File: src/inc/pq_pkg.sv
// Constants and carrier types for the thread/privilege event qualifier.
// Assumes a 32-bit AXI4-Lite register bus and one core clock domain.
package pq_pkg;

	// Register byte offsets
	localparam int unsigned ADDR_W         = 5;
	localparam logic [4:0]  OFF_EVSEL      = 5'h00;
	localparam logic [4:0]  OFF_CFG        = 5'h04;
	localparam logic [4:0]  OFF_COUNT      = 5'h08;
	localparam logic [4:0]  OFF_TSC_LO     = 5'h0C;
	localparam logic [4:0]  OFF_TSC_HI     = 5'h10;
	localparam logic [4:0]  OFF_IRQ_STAT   = 5'h14;
	localparam logic [4:0]  OFF_IRQ_MASK   = 5'h18;
	localparam logic [4:0]  OFF_STATE      = 5'h1C;

	// Event selection fields
	localparam int unsigned EVSEL_THREAD_ONE_USER_QUAL   = 0;
	localparam int unsigned EVSEL_T1_KRN   = 1;
	localparam int unsigned EVSEL_THREAD_ZERO_USER_QUAL   = 2;
	localparam int unsigned EVSEL_T0_KRN   = 3;
	localparam int unsigned EVSEL_MODE_LO  = 4;
	localparam int unsigned EVSEL_MODE_HI  = 5;
	localparam int unsigned EVSEL_TICK_THR = 6;
	localparam logic [31:0] EVSEL_WMASK    = 32'h0000007F;

	// Counter configuration fields
	localparam int unsigned CFG_ENABLE     = 12;
	localparam logic [31:0] CFG_WMASK      = 32'h00001000;

	// Interrupt status / mask bits
	localparam int unsigned IRQ_OVF        = 0;
	localparam int unsigned IRQ_TSC_WRAP   = 1;
	localparam int unsigned IRQ_W          = 2;

	// Reset values
	localparam logic [31:0] EVSEL_RST      = 32'h00000000;
	localparam logic [31:0] CFG_RST        = 32'h00000000;
	localparam logic [31:0] COUNT_RST      = 32'h00000000;
	localparam logic [63:0] TSC_RST        = 64'h0000000000000000;
	localparam logic [1:0]  IRQ_RST        = 2'h0;

	// Privilege level zero is kernel level
	localparam logic [1:0]  CPL_KERNEL     = 2'h0;

	// AXI responses
	localparam logic [1:0]  RESP_OKAY      = 2'h0;
	localparam logic [1:0]  RESP_SLVERR    = 2'h2;

	typedef enum logic [1:0] {
		PQ_MODE_EVENT,
		PQ_MODE_NONHALT,
		PQ_MODE_NONSLEEP,
		PQ_MODE_OFF
	} pq_mode_t;

	// Per-thread state from the core
	typedef struct packed {
		logic [1:0] current_privilege_level;
		logic       halted;
		logic       power_save;
	} pq_thread_t;

	// Physical package state
	typedef struct packed {
		logic sleep;
		logic power_save;
		logic deep_sleep;
	} pq_phys_t;

	// One event occurrence per cycle
	typedef struct packed {
		logic       valid;
		logic       independent;
		logic [7:0] initial_id;
	} pq_event_t;

endpackage

File: src/core/pq_qualifier.sv
// Event qualifier by logical processor and privilege level, one event counter,
// a shared time-stamp counter and an AXI4-Lite register slave.
// Assumes event and thread state come from core logic on aclk, unsynchronised.
//
// Operation
// - Thread identified by initial identifier bit 0
// - Events classed thread-specific or thread-independent
// - Specific events use only owning thread flags
// - Kernel flag at level 0, user otherwise
// - Independent events OR flags across threads
// - Independent: both levels count always, none never
// - Counting stops only when both threads halt
// - Non-halted ticks per selected logical processor
// - Non-sleep ticks per physical processor
// - Shared time-stamp counter stops in deep sleep
// - Counter overflow raises sampling interrupt
// - Selection flags at bits zero to three
// - Configuration enable bit twelve, cleared on reset
//
// The AXI4-Lite interface to the registers and the placing of the registers are this design's own decisions.
`timescale 1ns/100ps

module pq_qualifier (
	// Clock and reset
	input  wire logic                      aclk,
	input  wire logic                      aresetn,
	// AXI4-Lite write address
	input  wire logic                      s_axi_awvalid,
	output logic                           s_axi_awready,
	input  wire logic [pq_pkg::ADDR_W-1:0] s_axi_awaddr,
	input  wire logic [2:0]                s_axi_awprot,
	// AXI4-Lite write data
	input  wire logic                      s_axi_wvalid,
	output logic                           s_axi_wready,
	input  wire logic [31:0]               s_axi_wdata,
	input  wire logic [3:0]                s_axi_wstrb,
	// AXI4-Lite write response
	output logic                           s_axi_bvalid,
	input  wire logic                      s_axi_bready,
	output logic [1:0]                     s_axi_bresp,
	// AXI4-Lite read address
	input  wire logic                      s_axi_arvalid,
	output logic                           s_axi_arready,
	input  wire logic [pq_pkg::ADDR_W-1:0] s_axi_araddr,
	input  wire logic [2:0]                s_axi_arprot,
	// AXI4-Lite read data
	output logic                           s_axi_rvalid,
	input  wire logic                      s_axi_rready,
	output logic [31:0]                    s_axi_rdata,
	output logic [1:0]                     s_axi_rresp,
	// Core state and events
	input  wire pq_pkg::pq_thread_t        thread_zero,
	input  wire pq_pkg::pq_thread_t        thread_one,
	input  wire pq_pkg::pq_phys_t          phys,
	input  wire pq_pkg::pq_event_t         core_event,
	// Status outputs
	output logic                           irq,
	output logic                           pmon_powered,
	output logic                           count_tick
);
	import pq_pkg::*;

	logic [31:0]       evsel_r;
	logic [31:0]       cfg_r;
	logic [31:0]       count_r;
	logic [63:0]       tsc_r;
	logic [IRQ_W-1:0]  irq_stat_r;
	logic [IRQ_W-1:0]  irq_mask_r;
	logic              aw_full_r;
	logic              w_full_r;
	logic [ADDR_W-1:0] aw_addr_r;
	logic [31:0]       w_data_r;
	logic [3:0]        w_strb_r;
	logic              bvalid_r;
	logic [1:0]        bresp_r;
	logic              rvalid_r;
	logic [31:0]       rdata_r;
	logic [1:0]        rresp_r;
	logic              powered_r;
	logic              tick_r;

	// Byte-lane merge for partial writes
	function automatic logic [31:0] pq_merge(input logic [31:0] old_v,
		input logic [31:0] new_v, input logic [3:0] strb);
		logic [31:0] res;
		res = old_v;
		for (int i = 0; i < 4; i++) begin
			if (strb[i]) begin
				res[8*i +: 8] = new_v[8*i +: 8];
			end
		end
		return res;
	endfunction

	// Write channel: address and data are held independently until both arrive
	logic wr_fire;
	logic rd_fire;
	assign s_axi_awready = !aw_full_r;
	assign s_axi_wready  = !w_full_r;
	assign wr_fire       = aw_full_r && w_full_r && !bvalid_r;
	assign s_axi_bvalid  = bvalid_r;
	assign s_axi_bresp   = bresp_r;
	assign s_axi_arready = !rvalid_r;
	assign rd_fire       = s_axi_arvalid && !rvalid_r;
	assign s_axi_rvalid  = rvalid_r;
	assign s_axi_rdata   = rdata_r;
	assign s_axi_rresp   = rresp_r;

	always_ff @(posedge aclk) begin
		if (!aresetn) begin
			aw_full_r <= 1'b0;
			aw_addr_r <= '0;
		end else if (s_axi_awvalid && !aw_full_r) begin
			aw_full_r <= 1'b1;
			aw_addr_r <= s_axi_awaddr;
		end else if (wr_fire) begin
			aw_full_r <= 1'b0;
		end
	end

	always_ff @(posedge aclk) begin
		if (!aresetn) begin
			w_full_r <= 1'b0;
			w_data_r <= '0;
			w_strb_r <= '0;
		end else if (s_axi_wvalid && !w_full_r) begin
			w_full_r <= 1'b1;
			w_data_r <= s_axi_wdata;
			w_strb_r <= s_axi_wstrb;
		end else if (wr_fire) begin
			w_full_r <= 1'b0;
		end
	end

	logic wr_mapped;
	always_comb begin
		case (aw_addr_r)
			OFF_EVSEL, OFF_CFG, OFF_COUNT, OFF_IRQ_MASK: wr_mapped = 1'b1;
			default:                                     wr_mapped = 1'b0;
		endcase
	end

	always_ff @(posedge aclk) begin
		if (!aresetn) begin
			bvalid_r <= 1'b0;
			bresp_r  <= RESP_OKAY;
		end else if (wr_fire) begin
			bvalid_r <= 1'b1;
			bresp_r  <= wr_mapped ? RESP_OKAY : RESP_SLVERR;
		end else if (s_axi_bready) begin
			bvalid_r <= 1'b0;
		end
	end

	logic evsel_wr;
	logic cfg_wr;
	logic cnt_wr;
	logic mask_wr;
	assign evsel_wr = wr_fire && (aw_addr_r == OFF_EVSEL);
	assign cfg_wr   = wr_fire && (aw_addr_r == OFF_CFG);
	assign cnt_wr   = wr_fire && (aw_addr_r == OFF_COUNT);
	assign mask_wr  = wr_fire && (aw_addr_r == OFF_IRQ_MASK);

	// Flags and mode select; unused bits stay zero
	always_ff @(posedge aclk) begin
		if (!aresetn) begin
			evsel_r <= EVSEL_RST;
		end else if (evsel_wr) begin
			evsel_r <= pq_merge(evsel_r, w_data_r, w_strb_r) & EVSEL_WMASK;
		end
	end

	always_ff @(posedge aclk) begin
		if (!aresetn) begin
			cfg_r <= CFG_RST;
		end else if (cfg_wr) begin
			cfg_r <= pq_merge(cfg_r, w_data_r, w_strb_r) & CFG_WMASK;
		end
	end

	always_ff @(posedge aclk) begin
		if (!aresetn) begin
			irq_mask_r <= IRQ_RST;
		end else if (mask_wr) begin
			// Only the low byte lane carries mask bits
			irq_mask_r <= w_strb_r[0] ? w_data_r[IRQ_W-1:0] : irq_mask_r;
		end
	end

	// Qualification, evaluated on this cycle's thread state
	logic     t0_krn;
	logic     thread_zero_user_qual;
	logic     t1_krn;
	logic     thread_one_user_qual;
	logic     own_is_one;
	logic     own_kernel;
	logic     own_krn_flag;
	logic     own_usr_flag;
	logic     ts_hit;
	logic     any_krn;
	logic     any_usr;
	logic     ti_hit;
	logic     ev_hit;
	pq_mode_t mode;
	assign t0_krn = evsel_r[EVSEL_T0_KRN];
	assign thread_zero_user_qual = evsel_r[EVSEL_THREAD_ZERO_USER_QUAL];
	assign t1_krn = evsel_r[EVSEL_T1_KRN];
	assign thread_one_user_qual = evsel_r[EVSEL_THREAD_ONE_USER_QUAL];
	assign mode   = pq_mode_t'(evsel_r[EVSEL_MODE_HI:EVSEL_MODE_LO]);

	assign own_is_one   = core_event.initial_id[0];
	assign own_kernel   = own_is_one ? (thread_one.current_privilege_level == CPL_KERNEL)
		: (thread_zero.current_privilege_level == CPL_KERNEL);
	assign own_krn_flag = own_is_one ? t1_krn : t0_krn;
	assign own_usr_flag = own_is_one ? thread_one_user_qual : thread_zero_user_qual;
	assign ts_hit       = own_kernel ? own_krn_flag : own_usr_flag;

	assign any_krn = t0_krn || t1_krn;
	assign any_usr = thread_zero_user_qual || thread_one_user_qual;
	assign ti_hit  = (any_krn && any_usr)
		|| (any_krn && (thread_zero.current_privilege_level == CPL_KERNEL || thread_one.current_privilege_level == CPL_KERNEL))
		|| (any_usr && (thread_zero.current_privilege_level != CPL_KERNEL || thread_one.current_privilege_level != CPL_KERNEL));

	assign ev_hit = core_event.valid && (core_event.independent ? ti_hit : ts_hit);

	// Counter powers down only once both threads halt
	logic powered;
	assign powered = !(thread_zero.halted && thread_one.halted);

	logic sel_thr_run;
	logic phys_awake;
	logic cond;
	assign sel_thr_run = evsel_r[EVSEL_TICK_THR]
		? !(thread_one.halted || thread_one.power_save)
		: !(thread_zero.halted || thread_zero.power_save);
	assign phys_awake  = !(phys.sleep || phys.power_save);

	always_comb begin
		case (mode)
			PQ_MODE_EVENT:    cond = ev_hit;
			PQ_MODE_NONHALT:  cond = sel_thr_run;
			PQ_MODE_NONSLEEP: cond = phys_awake;
			default:          cond = 1'b0;
		endcase
	end

	logic inc;
	logic cnt_ovf;
	assign inc     = cfg_r[CFG_ENABLE] && powered && cond;
	assign cnt_ovf = inc && !cnt_wr && (count_r == 32'hFFFFFFFF);

	// A software write takes precedence over an increment in the same cycle
	always_ff @(posedge aclk) begin
		if (!aresetn) begin
			count_r <= COUNT_RST;
		end else if (cnt_wr) begin
			count_r <= pq_merge(count_r, w_data_r, w_strb_r);
		end else if (inc) begin
			count_r <= count_r + 32'h1;
		end
	end

	// Shared by both threads, so no per-thread copy exists
	logic tsc_wrap;
	assign tsc_wrap = !phys.deep_sleep && (tsc_r == 64'hFFFFFFFFFFFFFFFF);
	always_ff @(posedge aclk) begin
		if (!aresetn) begin
			tsc_r <= TSC_RST;
		end else if (!phys.deep_sleep) begin
			tsc_r <= tsc_r + 64'h1;
		end
	end

	// Sticky status; a read clears it, but a same-cycle event survives
	logic             stat_rd;
	logic [IRQ_W-1:0] irq_set;
	assign stat_rd = rd_fire && (s_axi_araddr == OFF_IRQ_STAT);
	assign irq_set = {tsc_wrap, cnt_ovf};
	always_ff @(posedge aclk) begin
		if (!aresetn) begin
			irq_stat_r <= IRQ_RST;
		end else begin
			irq_stat_r <= (stat_rd ? IRQ_RST : irq_stat_r) | irq_set;
		end
	end

	assign irq = |(irq_stat_r & irq_mask_r);

	always_ff @(posedge aclk) begin
		if (!aresetn) begin
			powered_r <= 1'b1;
			tick_r    <= 1'b0;
		end else begin
			powered_r <= powered;
			tick_r    <= inc && !cnt_wr;
		end
	end

	assign pmon_powered = powered_r;
	assign count_tick   = tick_r;

	// Read channel: data registered on the same edge that takes the address
	logic [31:0] rd_val;
	logic        rd_ok;
	always_comb begin
		rd_ok = 1'b1;
		case (s_axi_araddr)
			OFF_EVSEL:    rd_val = evsel_r;
			OFF_CFG:      rd_val = cfg_r;
			OFF_COUNT:    rd_val = count_r;
			OFF_TSC_LO:   rd_val = tsc_r[31:0];
			OFF_TSC_HI:   rd_val = tsc_r[63:32];
			OFF_IRQ_STAT: rd_val = {30'h0, irq_stat_r};
			OFF_IRQ_MASK: rd_val = {30'h0, irq_mask_r};
			OFF_STATE:    rd_val = {26'h0, phys.deep_sleep, phys.sleep,
				thread_one.halted, thread_zero.halted, powered_r, irq};
			default: begin
				rd_val = 32'h0;
				rd_ok  = 1'b0;
			end
		endcase
	end

	always_ff @(posedge aclk) begin
		if (!aresetn) begin
			rvalid_r <= 1'b0;
			rdata_r  <= 32'h0;
			rresp_r  <= RESP_OKAY;
		end else if (rd_fire) begin
			rvalid_r <= 1'b1;
			rdata_r  <= rd_val;
			rresp_r  <= rd_ok ? RESP_OKAY : RESP_SLVERR;
		end else if (s_axi_rready) begin
			rvalid_r <= 1'b0;
		end
	end

	// Checks on the qualification and counting paths
	AST_ID_BIT0: assert property (@(posedge aclk) disable iff (!aresetn)
		(core_event.valid && !core_event.independent && core_event.initial_id[0]
		&& !t1_krn && !thread_one_user_qual) |-> !ev_hit)
		else $error("thread one event counted with its flags clear");

	AST_CLASS_TI: assert property (@(posedge aclk) disable iff (!aresetn)
		(core_event.valid && core_event.independent && t0_krn && !thread_zero_user_qual && !t1_krn
		&& !thread_one_user_qual && thread_one.current_privilege_level == CPL_KERNEL) |-> ev_hit)
		else $error("independent event not counted on other thread kernel level");

	AST_TS_ISOLATE: assert property (@(posedge aclk) disable iff (!aresetn)
		(core_event.valid && !core_event.independent && !core_event.initial_id[0]
		&& !t0_krn && !thread_zero_user_qual) |-> !ev_hit)
		else $error("thread one flags leaked into thread zero event");

	AST_TS_PRIV: assert property (@(posedge aclk) disable iff (!aresetn)
		(core_event.valid && !core_event.independent && !core_event.initial_id[0]
		&& thread_zero.current_privilege_level == CPL_KERNEL) |-> (ev_hit == t0_krn))
		else $error("kernel level qualification wrong for thread zero");

	AST_TI_USER: assert property (@(posedge aclk) disable iff (!aresetn)
		(core_event.valid && core_event.independent && (thread_zero_user_qual || thread_one_user_qual)
		&& thread_zero.current_privilege_level != CPL_KERNEL) |-> ev_hit)
		else $error("independent user level event not counted");

	AST_TI_NONE: assert property (@(posedge aclk) disable iff (!aresetn)
		(core_event.independent && evsel_r[3:0] == 4'h0) |-> !ev_hit)
		else $error("independent event counted with all flags clear");

	AST_POWER: assert property (@(posedge aclk) disable iff (!aresetn)
		(thread_zero.halted && thread_one.halted && !cnt_wr) |=> $stable(count_r))
		else $error("counter moved with both threads halted");

	AST_NONHALT: assert property (@(posedge aclk) disable iff (!aresetn)
		(mode == PQ_MODE_NONHALT && cfg_r[CFG_ENABLE] && powered && sel_thr_run
		&& !cnt_wr) |=> count_r == $past(count_r) + 32'h1)
		else $error("non-halted tick missed");

	AST_NONSLEEP: assert property (@(posedge aclk) disable iff (!aresetn)
		(mode == PQ_MODE_NONSLEEP && cfg_r[CFG_ENABLE] && !phys_awake && !cnt_wr)
		|=> $stable(count_r))
		else $error("non-sleep tick counted while asleep");

	AST_TSC: assert property (@(posedge aclk) disable iff (!aresetn)
		phys.deep_sleep |=> tsc_r == $past(tsc_r))
		else $error("time-stamp moved in deep sleep");

	AST_OVF_IRQ: assert property (@(posedge aclk) disable iff (!aresetn)
		(cnt_ovf && irq_mask_r[IRQ_OVF] && !mask_wr) |=> (irq && count_r == 32'h0))
		else $error("overflow did not raise interrupt");

	AST_ENABLE: assert property (@(posedge aclk) disable iff (!aresetn)
		(!cfg_r[CFG_ENABLE] && !cnt_wr) |=> $stable(count_r))
		else $error("counter moved while disabled");

endmodule // pq_qualifier

File: config.mk
export PLATFORM = sky130hd
export DESIGN_NAME = pq_qualifier
export DESIGN_NICKNAME = d
export VERILOG_FILES = /design/src/inc/pq_pkg.sv /design/src/core/pq_qualifier.sv
export SDC_FILE = /design/constraint.sdc
export NUM_CORES = 1
export LEC_CHECK = 0
export CAP_MARGIN = 20
export CORE_MARGIN = 4
export CORE_UTILIZATION = 58
export DETAILED_ROUTE_END_ITERATION = 8
export DONT_BUFFER_PORTS = 1
export GPL_ROUTABILITY_DRIVEN = 0
export HOLD_SLACK_MARGIN = 0.1
export PLACE_DENSITY = 0.76
export SYNTH_ARGS = -nofsm -noshare
export SYNTH_HDL_FRONTEND = slang
export SYNTH_SLANG_ARGS = --single-unit
File: constraint.sdc
create_clock -name aclk -period 2.2 [get_ports aclk]
set_input_delay 0.55 -clock aclk [delete_from_list [all_inputs] [get_ports aclk]]
set_output_delay 0.55 -clock aclk [all_outputs]
set_load 0.005 [all_outputs]
**Word-level counts from Yosys, hierarchy flattened**

Cells that the tools add are included.

- Bits in registers: 191
- Bits of input ports: 80
- Output and inout port bits: 44
- Word-level logic and storage cells: 130

- Add/subtract/negate cells: 2
- Equality and inequality tests: 18
- Muxes and demuxes: 26
- Bitwise gates (word level): 2
- Reductions and logical operators: 61

Operator list:

| cell | count |
|---|---|
| $pmux 32 s8 | 1 |
| $add 64x1->64 const B | 1 |
| $eq 64x64->1 const B | 1 |
| $mux 32 | 2 |
| $add 32x1->32 const B | 1 |
| $eq 32x32->1 const B | 1 |
| $mux 8 | 4 |
| $eq 5x5->1 const B | 5 |
| $logic_and 1x1->1 | 20 |
| $eq 5x4->1 const B | 3 |
| $mux 1 | 15 |
| $reduce_and 2->1 | 7 |
| $reduce_bool 2->1 | 7 |
| $eq 5x3->1 const B | 2 |
| $logic_not 1->1 | 10 |
| $logic_not 5->1 | 2 |
| $logic_or 1x1->1 | 9 |
| $ne 2x2->1 const B | 4 |
| $reduce_or 8->1 | 1 |
| $logic_not 2->1 | 3 |
| $mux 2 | 3 |
| $reduce_or 4->1 | 1 |
| $pmux 1 s3 | 1 |
| $and 2x2->2 | 1 |
| other kinds (4) | 4 |

**Depth between registers and ports, before layout**

Gate-level depths: netlist (run 1).

- Depth after elaboration: 12
- Depth in mapped cells: 8
- Mapped depth without buffers: 7

**Worst setup path before layout (run 1)**

OpenSTA, ideal clock, no wires.

- Kind: input -> register
- Start: input port thread_zero[3] in the netlist's numbering
- End: register count_r[9]
- Library setup time: 0.119 ns
- Arrival time: 2.212 ns
- Required time: 2.081 ns
- Path slack: -0.130 ns
- Stages: 8
- Buffers on the path: 2
- Cells stage by stage: nor2_1 > or4_1 > a311oi_1 > a311o_1 > buf_2 > buf_4 > a21oi_1 > o221a_2

- Word-level cells in the longest chain between the ends: 11
- Elaborated cells between the ends (all ways): 16
- Those cells by class: mux (4); reduce/logical (12)

RTL lines:

| what | RTL line | source |
|---|---|---|
| start: declaration | pq_qualifier.sv:52 | `input wire pq_pkg::pq_thread_t thread_zero,` |
| $logic_not 2->1 | pq_qualifier.sv:213, pq_qualifier.sv:221 |  |
| $logic_or 1x1->1 | pq_qualifier.sv:221 | `\|\| (any_krn && (thread_zero.current_privilege_level == CPL_KERNEL \|\| thread_one.current_privilege_level == CPL ...` |
| $logic_and 1x1->1 | pq_qualifier.sv:221 |  |
| $logic_or 1x1->1 | pq_qualifier.sv:221 |  |
| $logic_or 1x1->1 | pq_qualifier.sv:222 | `\|\| (any_usr && (thread_zero.current_privilege_level != CPL_KERNEL \|\| thread_one.current_privilege_level != CPL ...` |
| $mux 1 (*) | pq_qualifier.sv:224 | `assign ev_hit = core_event.valid && (core_event.independent ? ti_hit : ts_hit);` |
| $logic_and 1x1->1 (*) | pq_qualifier.sv:224 |  |
| $pmux 1 s3 (*) | pq_qualifier.sv:239 | `case (mode)` |
| $logic_and 1x1->1 (*) | pq_qualifier.sv:249 | `assign inc = cfg_r[CFG_ENABLE] && powered && cond;` |
| $reduce_bool 2->1 (no line) (*) | n/a |  |
| $reduce_and 2->1 (no line) (*) | n/a |  |
| end signal: assignment | pq_qualifier.sv:257 | `count_r <= pq_merge(count_r, w_data_r, w_strb_r);` |
| end signal: assignment | pq_qualifier.sv:259 | `count_r <= count_r + 32'h1;` |
| end: declaration | pq_qualifier.sv:65 | `logic [31:0] count_r;` |

Every way passes the cells marked *; elsewhere a longest branch is shown, timed or not.
A chain may end at the register's enable or synchronous reset.

**Worst setup path after layout (run 1)**

- Start: register evsel_r[0]
- End: register count_r[29]

- Word-level cells in the longest chain between the ends: 10
- Elaborated cells between the ends (all ways): 13
- Those cells by class: mux (4); reduce/logical (9)

RTL lines:

| what | RTL line | source |
|---|---|---|
| start: declaration | pq_qualifier.sv:63 | `logic [31:0] evsel_r;` |
| start signal: assignment | pq_qualifier.sv:169 | `evsel_r <= pq_merge(evsel_r, w_data_r, w_strb_r) & EVSEL_WMASK;` |
| $logic_or 1x1->1 | pq_qualifier.sv:219 | `assign any_usr = thread_zero_user_qual \|\| thread_one_user_qual;` |
| $logic_and 1x1->1 | pq_qualifier.sv:220 | `assign ti_hit = (any_krn && any_usr)` |
| $logic_or 1x1->1 | pq_qualifier.sv:221 |  |
| $logic_or 1x1->1 | pq_qualifier.sv:222 |  |
| $mux 1 (*) | pq_qualifier.sv:224 |  |
| $logic_and 1x1->1 (*) | pq_qualifier.sv:224 |  |
| $pmux 1 s3 (*) | pq_qualifier.sv:239 |  |
| $logic_and 1x1->1 (*) | pq_qualifier.sv:249 |  |
| $reduce_bool 2->1 (no line) (*) | n/a |  |
| $reduce_and 2->1 (no line) (*) | n/a |  |

Marked as above.

==> results.ini, run 1 <==
[status]
status=completed

[die]
dieArea_um2=17700
io_pins=124
die_h_um=133
core_area_um2=15300
rows=45
start_util_pct=59.4
die_x_um=133

[placed_design]
dp_hpwl_mm=17.6
dpl_cell_area_um2=9920
place_worst_setup_slack_ns=-0.155
port_buffers=0

[drt]
drt-total-wl_mm=25.4
first_pass_iters=6
first_iter_violations=1118
routedWlPerCell_um=18.3
vias_per_cell=6.27
ant_nets=0
vias=8700
drc=0

[clocking]
hold_buffers=0
cts-root-buf=clkbuf_16
insertion_delay_ns=0.43
htree_levels=4
cts_sinks=189
cts_tree=built
cts_made_buffers=17
clk_pin_slew_worst_paths_ns=0.06
clk_path_buf_depth=2

[timing]
maxSlewViolCount=0
hold_viol_final=0
period_minus_slack_ns=2.17
fin_ws_ns=0.0263
fmax_mhz=460
tns_ns=0
slew_headroom_pct=61.8
setup_viol=0
fin_skew_ns=0.0102
rsz0062_at_grt=true
min_period_over_period_pct=98.8
worst_pin_slew_ns=0.569

[setup_path]
path_class=flop to flop
critPathLaunch=evsel_r[0]
reg2reg_from=evsel_r[0]
worstPathRequired_ns=2.53
critPathArrivalTime_ns=2.51
worstSetupEndpointType=flop
critPathLaunchType=flop
path_max_fanout=13

[final_layout]
diodes=0
layout_common_cells=dfxtp_1, nand2_1, nor2_1, a21oi_1, buf_4
drive_gt1_share_pct=15.3
fin_nets=1246
final_common_cell=dfxtp_1
final_area_um2=10600
syn2layout_area_growth_pct=17.5

[synthesis]
synth_top_family_by_area=simple AND/OR/NAND/NOR gates
async_flop_share_pct=0
avgSynthCellArea_um2=8.11
synth_area_um2=9060
synthFlopType=dfxtp_1
synth.mux.area_fraction_pct=3.02
ys_types=68
synth-edff-count=0
synth_cells=1117
synth-seq-cells=189
synth-xor-area-share_pct=4.93
yosys.area_share.simple_pct=26.2
synth-compound-area-share_pct=19.7
yosysWarningCount=0
synth-adder-area-share_pct=0.276
yosysSeqAreaShare_pct=41.8

[power_and_ir_drop]
intPower_uw=5310
switchingPower_uw=1580
p_leak_uw=0.00359
ir_worst_vdd_uv=533
pwr-share-comb_pct=5.3
switching_share_pct=22.9
powerDensity_nw_per_um2=647
p_clk_share_pct=42.2
pwr-share-seq_pct=52.5

[global_route]
grt_pass1_vias=8053
grt_max_degree=59
track_usage_pct=28.1
grt_pass1_wl_mm=40.8
antenna_found_initial=0
grt-ovfl-total=0

[hold_path]
hp-start=thread_one[1]
hold_class=input port to flop

[run]
max-cap-violations=0

[sequential cells by signal, summed over array words and instances (netlist names), 2 cells and up]
register     flops
w_strb_r         4
s_axi_rdata     32
tsc_r           64
count_r         32
evsel_r          7
irq_mask_r       2
irq_stat_r       2
aw_addr_r        5
w_data_r        32
[timing repair]
action | in CTS | in global routing
setup endpoints to repair | 0 | 40
buffers inserted | 0 | 4
resized for setup | 0 | 29
[final cells by class]
cell class / instances / area [um^2]
multi-input cells: 839 / 5050
repair buffers: 100 / 922
clock inverters: 6 / 61.3
fillers: 1277 / 4610
well taps: 211 / 264
flip-flops and latches: 189 / 3800
clock buffers: 25 / 485
inverters: 17 / 66.3
[metal layers]
layer / global-route usage, % / vias up / wire, um
met5: 0 / - / 0
met1: 38.3 / 4125 / 10800
met2: 45.2 / 398 / 11900
met3: 6.39 / 38 / 2220
met4: 7.22 / 0 / 394
li1: - / 4139 / -
[worst paths after layout]
kind / end / slack (ns) / cells after the start
min reg2reg: w_data_r[11] / 0.46 / 2
min: pmon_powered / 0.19 / 1
max reg2reg: count_r[29] / 0.03 / 7
max: count_r[29] / 0.03 / 7
[through the flow]
step / utilization [%] / cells / hold slack, ns / total power, uW
2_1_floorplan: - / 1118 / 0.436 / 3950
3_3_place_gp: 65.0 / 1351 / 0.444 / 4040
3_5_place_dp: 65.0 / 1351 / 0.448 / 4050
4_1_cts: 68.6 / 1382 / 0.179 / 6910
5_1_grt: 69.8 / 1387 / 0.174 / 7120
6_report: 69.8 / 1387 / 0.186 / 6890
[critical path, stage by stage (launching register included)]
cell      delay (ns)
dfxtp_2         0.35
or4_4           0.55
a311oi_4        0.35
a311o_2         0.30
buf_12          0.16
buf_6           0.14
a22oi_1         0.08
o32ai_1         0.15
[power groups by stage]
stage | sequential, uW | clock (uW) | combinational, uW
final | 3610 | 2910 | 364
after global routing | 3630 | 3080 | 414
after CTS | 3620 | 2930 | 363
after detailed placement | 3690 | 0 | 360
after global placement | 3690 | 0 | 352
after floorplan | 3660 | 0 | 287
[kinds of logic after synthesis]
family / after synthesis
xor+xnor: 51
buf+inv: 90
flops: 189
simple gates: 499
fa+ha+maj: 2
other cells: 1
mux: 26
compound gates: 259
[cell usage after synthesis (all sizes together) (5+ instances only)]
cell type | instances | area share, %
xnor2 | 31 | 3.0
nor2 | 130 | 5.4
a22oi | 15 | 1.2
and2 | 8 | 0.55
o32ai | 13 | 1.3
nor2b | 5 | 0.35
clkbuf | 55 | 2.3
nand2 | 180 | 7.5
o21a | 6 | 0.50
or3 | 15 | 1.0
o22ai | 8 | 0.55
mux2i | 24 | 2.7
a211oi | 26 | 2.2
o31ai | 5 | 0.41
a31oi | 9 | 0.62
buf | 18 | 1.1
or4 | 6 | 0.54
and3 | 12 | 0.83
nand3 | 41 | 2.3
o21ai | 26 | 1.4
a21oi | 90 | 5.1
o31a | 5 | 0.48
nor3 | 34 | 1.9
xor2 | 20 | 1.9
nand4 | 23 | 1.6
and4 | 5 | 0.48
dfxtp | 189 | 42
nor4 | 21 | 2.3
a222oi | 26 | 2.9
inv | 17 | 0.70
No activity file was read; power rests on OpenSTA's default activity.
==> run 2, diff against run 1 <==
Settings changed: CORE_UTILIZATION 58 to 60.
Clock period 2.2 ns to 2.13 ns, I/O delays scaled along.
==> run 2 against run 1 <==
Core utilization is 4.0 points higher; critical path type unchanged; sequential power is 3% higher; routed wire length hardly changed; register-to-register slack worse by 0.02 ns; sequential share of layout area is 0.44 points lower; clock skew is 0.0012 ns lower; via count is 1.3% higher; die area is 3.1% lower; maximum frequency is 2.3% higher; critical endpoint unchanged; cell count is 0.79% lower.
==> results.ini, run 2 (synthesis gave the netlist of run 1 again) <==
[setup_path]
critPathLaunchType=flop
worstSetupEndpointType=flop
path_max_fanout=25  ; +12
path_class=flop to flop
critPathArrivalTime_ns=2.46  ; -0.05 ns
worstPathRequired_ns=2.46  ; -0.07 ns

[status]
status=completed

[final_layout]
largest_reg_flops=64  ; unchanged
drive_gt1_share_pct=17.7  ; +2.4 points
fin_nets=1261  ; +1.2%
fin_util_pct=73.7  ; +4.0 points
syn2layout_area_growth_pct=19.2
largest-register=tsc_r
final_common_cell=nand2_1
layout_common_cells=nand2_1, dfxtp_1, nor2_1, buf_4, a21oi_1
diodes=0  ; unchanged
final_area_um2=10800  ; +1.4%

[global_route]
grt-ovfl-total=0  ; unchanged
track_usage_pct=29.8  ; +1.7 points
antenna_found_initial=0  ; unchanged
grt_pass1_vias=8046  ; -0.087%
grt_max_degree=49  ; -17%
grt_pass1_wl_mm=40.3  ; -1.2%

[power_and_ir_drop]
powerDensity_nw_per_um2=703  ; +8.7%
ir_worst_vdd_uv=563  ; +5.6%
p_leak_uw=0.00371  ; +3.2%

[drt]
vias=8813  ; +1.3%
routedWlPerCell_um=18.4  ; +0.82%
drt-total-wl_mm=25.4  ; about the same
vias_per_cell=6.40  ; +2.1%
first_pass_iters=9  ; +3
ant_nets=0  ; unchanged
first_iter_violations=1011  ; -9.6%
drc=0  ; unchanged

[die]
die_h_um=131  ; -1.6%
core_area_um2=14600  ; -4.0%
start_util_pct=61.9  ; +2.5 points
io_pins=124  ; unchanged
die_x_um=131  ; -1.6%
rows=44  ; -2.2%
dieArea_um2=17100  ; -3.1%

[placed_design]
dpl_cell_area_um2=10000  ; +0.92%
port_buffers=0  ; unchanged
dp_hpwl_mm=17.8  ; +1.2%

[clocking]
clk_path_buf_depth=2  ; unchanged
insertion_delay_ns=0.44  ; about the same
clk_pin_slew_worst_paths_ns=0.07  ; about the same
cts-root-buf=clkbuf_16
cts_tree=built
hold_buffers=0  ; unchanged
cts_sinks=189  ; unchanged
cts_made_buffers=17  ; unchanged
htree_levels=4  ; unchanged

[timing]
slew_headroom_pct=62.5  ; +0.77 points
fin_skew_ns=0.00904  ; -0.00120 ns
period_minus_slack_ns=2.12  ; -0.0492 ns
hold_viol_final=0  ; unchanged
rsz0062_at_grt=true
worst_pin_slew_ns=0.561  ; -0.00837 ns
maxSlewViolCount=0  ; unchanged
setup_viol=0  ; unchanged
min_period_over_period_pct=99.7  ; +0.94 points
fmax_mhz=471  ; +2.3%

[run]
max-cap-violations=0  ; unchanged

[hold_path]
hold_class=input port to flop

## run 2: worst max-delay path, stage by stage (launching register included)
cell	delay [ns]
dfxtp_2	0.34
or4_4	0.53
a311oi_2	0.30
a311o_1	0.28
buf_12	0.20
buf_12	0.14
a22oi_1	0.08
o32ai_1	0.16
## run 2: per-layer routing
metal  wire (um)  share of wire (%)  track usage (%)  vias up
met4         433                1.7             8.77        0
met5           0                  0                0        -
met1       10900                 43             41.2     4155
li1            -                  -                -     4177
met3        2320                9.2             5.45       44
met2       11700                 46             47.7      437
## run 2: layout make-up
type,instances,area (um^2)
Multi-Input combinational cell,839,5040
Inverter,17,66.3
Fill cell,1128,3840
Sequential cell,189,3800
Tap cell,184,230
Timing Repair Buffer,115,1010
Clock inverter,12,180
Clock buffer,20,467
## run 2: path summary, 6_finish.rpt
check                                    from      endpoint  slack (ns)  depth (start not counted)
worst max-delay path               evsel_r[0]   count_r[29]       0.006                          7
worst min-delay path            thread_one[1]  pmon_powered        0.17                          1
worst max register to register     evsel_r[0]   count_r[29]       0.006                          7
worst min register to register   w_data_r[14]  w_data_r[14]        0.46                          2
## run 2: through the flow
stage	total power, uW	cells	hold WS, ns	setup slack [ns]	setup TNS, ns
after floorplan	4080	1118	0.436	-0.00325	-0.00366
after global placement	4180	1338	0.444	-0.116	-1.64
after detailed placement	4190	1338	0.448	-0.143	-2.56
after CTS	7630	1370	0.155	0.000760	0
after global routing	7840	1376	0.155	-0.0834	-0.429
final	7590	1376	0.166	0.00550	0
## run 2: power breakdown
part,leakage (uW),internal (uW),total [uW],switching (uW)
clock network,0.000314,2070,3480,1410
logic,0.00185,153,379,226
registers,0.00154,3640,3730,93.8
## run 2: what timing repair did
action	4_1_cts	5_1_grt
setup endpoints to repair	3	43
pin swaps	0	10
buffers inserted	0	6
gates resized for setup	3	30
